===== config.mk =====
export PLATFORM = sky130hd
export DESIGN_NAME = supervisor_reset_watchdog
export DESIGN_NICKNAME = d
export VERILOG_FILES = /design/src/shared/supervisor_pkg.sv /design/src/logic/sup_counter.sv /design/src/logic/supervisor_reset_watchdog.sv
export VERILOG_INCLUDE_DIRS = /design/src /design/src/shared
export SDC_FILE = /design/constraint.sdc
export NUM_CORES = 1
export LEC_CHECK = 0
export BUFFER_PORTS_ARGS = -buffer_cell sky130_fd_sc_hd__buf_2
export CAP_MARGIN = 20
export CELL_PAD_IN_SITES_DETAIL_PLACEMENT = 1
export CELL_PAD_IN_SITES_GLOBAL_PLACEMENT = 1
export CORE_UTILIZATION = 46
export CTS_BUF_LIST = sky130_fd_sc_hd__clkbuf_8
export CTS_CLUSTER_DIAMETER = 120
export DETAILED_ROUTE_END_ITERATION = 6
export PLACE_DENSITY_LB_ADDON = 0.3
export REMOVE_ABC_BUFFERS = 1
export SKIP_CTS_REPAIR_TIMING = 1
export SYNTH_ARGS = -nofsm -noshare
export SYNTH_HDL_FRONTEND = slang
export SYNTH_SLANG_ARGS = --single-unit
export TNS_END_PERCENT = 5

===== constraint.sdc =====
create_clock -name clk -period 3.55 [get_ports clk]
set_clock_uncertainty 0.1 [all_clocks]
set_input_delay 0.71 -clock clk [delete_from_list [all_inputs] [get_ports clk]]
set_output_delay 0.71 -clock clk [all_outputs]
set_load 0.01 [all_outputs]

===== src/shared/supervisor_cfg.svh =====
// Timing constants and encodings for the reset supervisor
`ifndef SUPERVISOR_CFG_SVH
`define SUPERVISOR_CFG_SVH
`define CLK_PERIOD_NS      100
`define DELAY_LONG_MS      200
`define DELAY_SHORT_MS     25
`define TOUT_LONG_MS       1600
`define TOUT_SHORT_MS      200
`define NS_PER_MS          1000000
`define CNT_W              32
`define DELAY_LONG_CYC     ((`DELAY_LONG_MS * `NS_PER_MS) / `CLK_PERIOD_NS)
`define DELAY_SHORT_CYC    ((`DELAY_SHORT_MS * `NS_PER_MS) / `CLK_PERIOD_NS)
`define TOUT_LONG_CYC      ((`TOUT_LONG_MS * `NS_PER_MS) / `CLK_PERIOD_NS)
`define TOUT_SHORT_CYC     ((`TOUT_SHORT_MS * `NS_PER_MS) / `CLK_PERIOD_NS)
`define CNT_ZERO           32'h0000_0000
`define CNT_ONE            32'h0000_0001
`endif


===== src/shared/supervisor_pkg.sv =====
// Types shared by the reset supervisor modules
package supervisor_pkg;
  typedef enum logic [1:0] {
    ST_HOLD    = 2'b00,
    ST_DELAY   = 2'b01,
    ST_RUN     = 2'b10
  } sup_state_t;
endpackage


===== src/logic/sup_counter.sv =====
// Loadable down counter flagging its last count of one, then holding at zero
`timescale 1ns/1ps
`include "supervisor_cfg.svh"
module sup_counter
  import supervisor_pkg::*;
#(
  parameter int W = `CNT_W
)
(
  input  wire logic         clk,
  input  wire logic         rst_n,
  input  wire logic         load,
  input  wire logic [W-1:0] load_val,
  output logic              done
);
  typedef struct packed
  {
    logic [W-1:0] cnt;
  } cnt_state_t;

  cnt_state_t s_q;
  cnt_state_t s_d;

  always_comb
  begin
    s_d = s_q;
    if (load)
    begin
      s_d.cnt = load_val;
    end
    else if (s_q.cnt != W'(`CNT_ZERO))
    begin
      s_d.cnt = s_q.cnt - W'(`CNT_ONE);
    end
  end

  always_ff @(posedge clk or negedge rst_n)
  begin
    if (!rst_n)
    begin
      s_q <= '0;
    end
    else
    begin
      s_q <= s_d;
    end
  end

  assign done = (s_q.cnt == W'(`CNT_ONE)) && !load;
endmodule


===== src/logic/supervisor_reset_watchdog.sv =====
// Reset supervisor with release delay and watchdog
// What this block does
// - Manual reset low forces reset asserted
// - Hold reset for release delay after supply
// - Supply loss reasserts reset, restarts delay
// - Complementary output mirrors inverted reset
// - Push-pull default, open-drain option
// - Both kick edges restart watchdog count
// - Expiry asserts reset for full delay
// - Kick during reset latches unless non-latching or watchdog disabled
`timescale 1ns/1ps
`include "supervisor_cfg.svh"
module supervisor_reset_watchdog
  import supervisor_pkg::*;
#(
  parameter int unsigned DELAY_CYC    = `DELAY_LONG_CYC,
  parameter int unsigned TOUT_CYC     = `TOUT_LONG_CYC,
  parameter bit          WDOG_EN      = 1'b1,
  parameter bit          NON_LATCHING = 1'b0,
  parameter bit          OPEN_DRAIN   = 1'b0
)
(
  input  wire logic clk,
  input  wire logic rst_n,
  input  wire logic supply_good,
  input  wire logic manual_reset_n,
  input  wire logic watchdog_kick_in,
  output logic      reset_out_n_o,
  output logic      reset_out_n_oe,
  output logic      reset_out
);
  // ----------------------------------------
  // State
  // ----------------------------------------
  typedef struct packed
  {
    sup_state_t st;
    logic       kick_prev;
    logic       stuck;
    logic       rst_n_out;
  } core_t;

  core_t s_q;
  core_t s_d;

  logic kick_edge;
  logic dly_load;
  logic dly_done;
  logic wd_load;
  logic wd_done;

  assign kick_edge = watchdog_kick_in ^ s_q.kick_prev;

  // ----------------------------------------
  // Timers
  // ----------------------------------------
  // Delay counter reloads every cycle outside the delay state, so it always starts full
  assign dly_load = (s_q.st != ST_DELAY);
  assign wd_load  = (s_q.st != ST_RUN) || kick_edge;

  sup_counter #(.W(`CNT_W)) u_dly
  (
    .clk      (clk),
    .rst_n    (rst_n),
    .load     (dly_load),
    .load_val (`CNT_W'(DELAY_CYC)),
    .done     (dly_done)
  );

  sup_counter #(.W(`CNT_W)) u_wd
  (
    .clk      (clk),
    .rst_n    (rst_n),
    .load     (wd_load),
    .load_val (`CNT_W'(TOUT_CYC)),
    .done     (wd_done)
  );

  // ----------------------------------------
  // Sequencer
  // ----------------------------------------
  always_comb
  begin
    s_d = s_q;
    s_d.kick_prev = watchdog_kick_in;
    unique case (s_q.st)
      ST_HOLD:
      begin
        s_d.st = ST_DELAY;
      end
      ST_DELAY:
      begin
        if (dly_done && !s_q.stuck)
        begin
          s_d.st = ST_RUN;
        end
      end
      ST_RUN:
      begin
        if (WDOG_EN && wd_done)
        begin
          s_d.st = ST_DELAY;
        end
      end
      default:
      begin
        s_d.st = ST_HOLD;
      end
    endcase
    // Latching variant with watchdog enabled: a kick while reset is active keeps reset held, unless it lands in the cycle the delay finishes
    if (!NON_LATCHING && WDOG_EN && kick_edge && (s_q.st != ST_RUN))
    begin
      s_d.stuck = 1'b1;
    end
    if (!manual_reset_n || !supply_good)
    begin
      s_d.st = ST_HOLD;
    end
    s_d.rst_n_out = (s_d.st == ST_RUN);
  end

  always_ff @(posedge clk or negedge rst_n)
  begin
    if (!rst_n)
    begin
      s_q <= '0;
    end
    else
    begin
      s_q <= s_d;
    end
  end

  // ----------------------------------------
  // Outputs
  // ----------------------------------------
  // Open drain never drives high, so an external pull-up sets the released level
  assign reset_out_n_o  = OPEN_DRAIN ? 1'b0 : s_q.rst_n_out;
  assign reset_out_n_oe = OPEN_DRAIN ? !s_q.rst_n_out : 1'b1;
  assign reset_out      = !s_q.rst_n_out;

  // ----------------------------------------
  // Checks
  // ----------------------------------------
  chk_manual_forces_reset: assert property (@(posedge clk) disable iff (!rst_n)
    !manual_reset_n |=> !s_q.rst_n_out) else $error("manual reset ignored");
  chk_supply_forces_reset: assert property (@(posedge clk) disable iff (!rst_n)
    !supply_good |=> !s_q.rst_n_out) else $error("supply loss ignored");
  chk_release_needs_delay: assert property (@(posedge clk) disable iff (!rst_n)
    $rose(s_q.rst_n_out) |-> $past(s_q.st) == ST_DELAY && $past(dly_done))
    else $error("release without delay");
  chk_comp_output_inv: assert property (@(posedge clk) disable iff (!rst_n)
    reset_out == !s_q.rst_n_out) else $error("complement mismatch");
  chk_od_no_high: assert property (@(posedge clk) disable iff (!rst_n)
    (OPEN_DRAIN && reset_out_n_oe) |-> !reset_out_n_o) else $error("open drain drove high");
  chk_kick_reloads: assert property (@(posedge clk) disable iff (!rst_n)
    (s_q.st == ST_RUN && kick_edge) |=> !wd_done) else $error("kick did not reload");
  chk_expiry_resets: assert property (@(posedge clk) disable iff (!rst_n)
    (WDOG_EN && s_q.st == ST_RUN && wd_done && manual_reset_n && supply_good)
    |=> s_q.st == ST_DELAY) else $error("expiry without reset");
  chk_stuck_holds: assert property (@(posedge clk) disable iff (!rst_n)
    s_q.stuck |=> !s_q.rst_n_out) else $error("latched reset released");
  chk_no_wdog_no_expiry: assert property (@(posedge clk) disable iff (!rst_n)
    (!WDOG_EN && s_q.st == ST_RUN && manual_reset_n && supply_good) |=> s_q.st == ST_RUN)
    else $error("expiry while disabled");
  cov_release: cover property (@(posedge clk) disable iff (!rst_n) $rose(s_q.rst_n_out));
  cov_expiry: cover property (@(posedge clk) disable iff (!rst_n) s_q.st == ST_RUN && wd_done);
  cov_manual: cover property (@(posedge clk) disable iff (!rst_n)
    s_q.rst_n_out && !manual_reset_n);
endmodule


==> impl_results.md <==
- Outcome: completed
- Met1 usage: a little under a third
- Grt ovf: 0
- EDFF count, synth: 0
- # clock sinks: 69
- # IOs: 8
- Power Density: approximately 380 nW/um^2
- Synth Instances: approximately 430
- LEAKAGE: 1.69 nW
- Worst-path clk slew: roughly 90 ps
- Final worst slack: a little over 800 ps
- Fin crit period: 2730 ps
- Yosys warning count: 0
- Max_slew headroom: a little over two fifths
- Count of final hold-check violations: 0
- Fin util: roughly 52%
- Die width: between 90 and 100 um
- Async S/R FF share, synth: 100%
- Post-synth top area share: 44.6%
- Seq cells post-synth: 69
- Top post-synthesis cells by area: dfrtp_1 45%, or3_1 6.3%, a21oi_1 4.4%
- Post-DP HPWL: between 6000 and 7000 um
- Critical Path Fanout Max: 11
- Cells along the critical path: nor4_1, nand3_1, or3_1, or4_1, nand2_1
- Hold Path Class: in2async
- Crit-path max cell delay: between 700 and 800 ps
- Placer Congestion: roughly 0.84
- Vias per std cell: ~6.3
- CTS tree: built
- Worst-Margin Slew: 860 ps
- Effective utilization at floorplan: 47.4%
- Total GRT Usage: between 20% and 30%
- Total Power: 0.00163 W
- Global-route wire length before repair: ~17000 um
- Ys flop type: dfrtp_1
- Slew Limit Fails: 0
- Most used routing layer: met2
- Commonest non-fill, non-tap cells in the layout: 69 x dfrtp_1, 39 x or3_1, 34 x a21oi_1, 31 x nand2_1, 26 x o21ai_0
- WS Path Type: reg2reg
- Max-cap violations: 0
- Detailed router's first-iteration violation count: between 100 and 150
- I/O Buffers: 6
- Commonest non-fill, non-tap cell in the layout: dfrtp_1
- Initial antenna violation count: 0
- Grt met2 use: between 40 and 50%
- Setup violations, final: 0
- RSZ-0062 raised after global routing: no
- Largest net degree at the start of global routing: 30
- Site Rows: 33
- Clk buf depth: 2
- Antenna cells: 0
- Unique masters post-synth: 51
- Die Ht: about 94 um
- Peak supply drop: around 0.19 mV
- Final net count: 447
- Pre-Repair DR Iteration Count: 4
- Nature of the critical path endpoint: register
- Post-DR wirelength/cell: 18.1 um
- Area Overhead vs Synth: 9.62%
- Clk Latency, worst-skew pair: 360 ps
- WL final: 9890 um
- Sum of negative setup slack: 0 ps
- Grt met3 use: 2.91%
- Remaining antenna violation count: 0
- Seq/Total Area, Yosys: ~45%
- Syn_area_per_cell: 9.07 sq um
- Clock Tree Root: clkbuf_8
- Drt drc: 0
- H-tree levels: 3
- Synth Cell Area: just under 4000 sq um
- Critical path's top delay family: simple AND/OR/NAND/NOR gates
- Core area: between 8000 and 9000 sq um
- Fmax: between 300 and 400 MHz
- Total die area: between 8000 and 9000 sq um
- Top cell type by total area after synthesis: dfrtp_1
- Req. time, crit path: 3740 ps
- CP bufs+invs: 0
- CTS Buf Count: 9
- Startpoint Class: register
- CP Data Arrival Time: 2920 ps
- Ratio of cells with drive above 1 in the final layout: 10.9%
- Period utilisation layout: approximately three quarters
- Pre-CTS setup slack: approximately 840 ps
- Slowest stage cell, crit path: nor4_1
- Vias: 3416
- Vias in the first global route: between 3000 and 4000
registers in the layout, indices dropped and copies added, names as in the netlist:
| register | count |
|---|---|
| u_wd.s_q | 32 |
| s_q | 4 |
| u_dly.s_q | 32 |
| reset_out_n_o | 1 |
Yosys cell counts (all sizes together) (3+ instances only):
library cell / count
dfrtp: 69
or3: 41
a21oi: 34
nand2: 31
o21ai: 26
or4: 25
nor2: 24
nor4: 20
nand3: 18
nor3: 17
o31ai: 14
inv: 11
clkbuf: 10
nand4: 9
buf: 7
ha: 6
a211oi: 5
mux2i: 5
nand2b: 5
o211ai: 5
xor2: 4
a31o: 3
and2: 3
and3: 3
and4: 3
o41ai: 3
or2: 3
final timing paths:
path / depth (start not counted) / slack, ps / from / endpoint
min in group clk: 1 / 380 / watchdog_kick_in / s_q[2]
worst min-delay path: 1 / 280 / rst_n / u_wd.s_q[13]
worst min register to register: 1 / 420 / s_q[1] / s_q[1]
worst max-delay path: 5 / 820 / u_dly.s_q[10] / u_dly.s_q[23]
worst max register to register: 5 / 820 / u_dly.s_q[10] / u_dly.s_q[23]
max in group asynchronous: 2 / 2300 / rst_n / u_dly.s_q[19]
through the flow:
stage,cell area [sq um],hold WS [ps],cells
global placement,4030,371,530
detailed placement,4030,395,530
finish,4250,279,546
CTS,4250,295,546
floorplan,3790,314,409
global route,4250,335,546
cell families after synthesis:
logic type,count (synthesis),share of synthesized area (%)
buf+inv,29,3.26
flops,69,44.6
mux,5,1.29
xor+xnor,4,0.904
simple gates,213,31.9
other cells,1,0.0968
compound gates,100,16.1
fa+ha+maj,6,1.94
worst reg2reg max path, delay by kind of cell (launching register included):
family	cells	cell delay, ps
DFF	1	420
and+or+nand+nor	5	2160
final cells by class:
class / count / area [sq um]
fillers: 950 / 3930
inverters: 11 / 41.3
flip-flops and latches: 69 / 1730
repair buffers: 16 / 105
well taps: 105 / 131
clock inverters: 7 / 97.6
clock buffers: 9 / 124
multi-input cells: 329 / 2020
power breakdown:
group	internal (W)	switching, W	leakage [nW]
sequential	0.000793	0.00000963	0.879
clock	0.000399	0.000335	0.106
combinational	0.0000280	0.0000697	0.706
layer usage:
| layer | wire length [um] | vias to the layer above |
|---|---|---|
| met2 | 5080 | 22 |
| met4 | 121 | 0 |
| li1 | - | 1655 |
| met5 | 0 | - |
| met1 | 4560 | 1730 |
| met3 | 130 | 9 |
No activity file was read; power rests on OpenSTA's default activity.
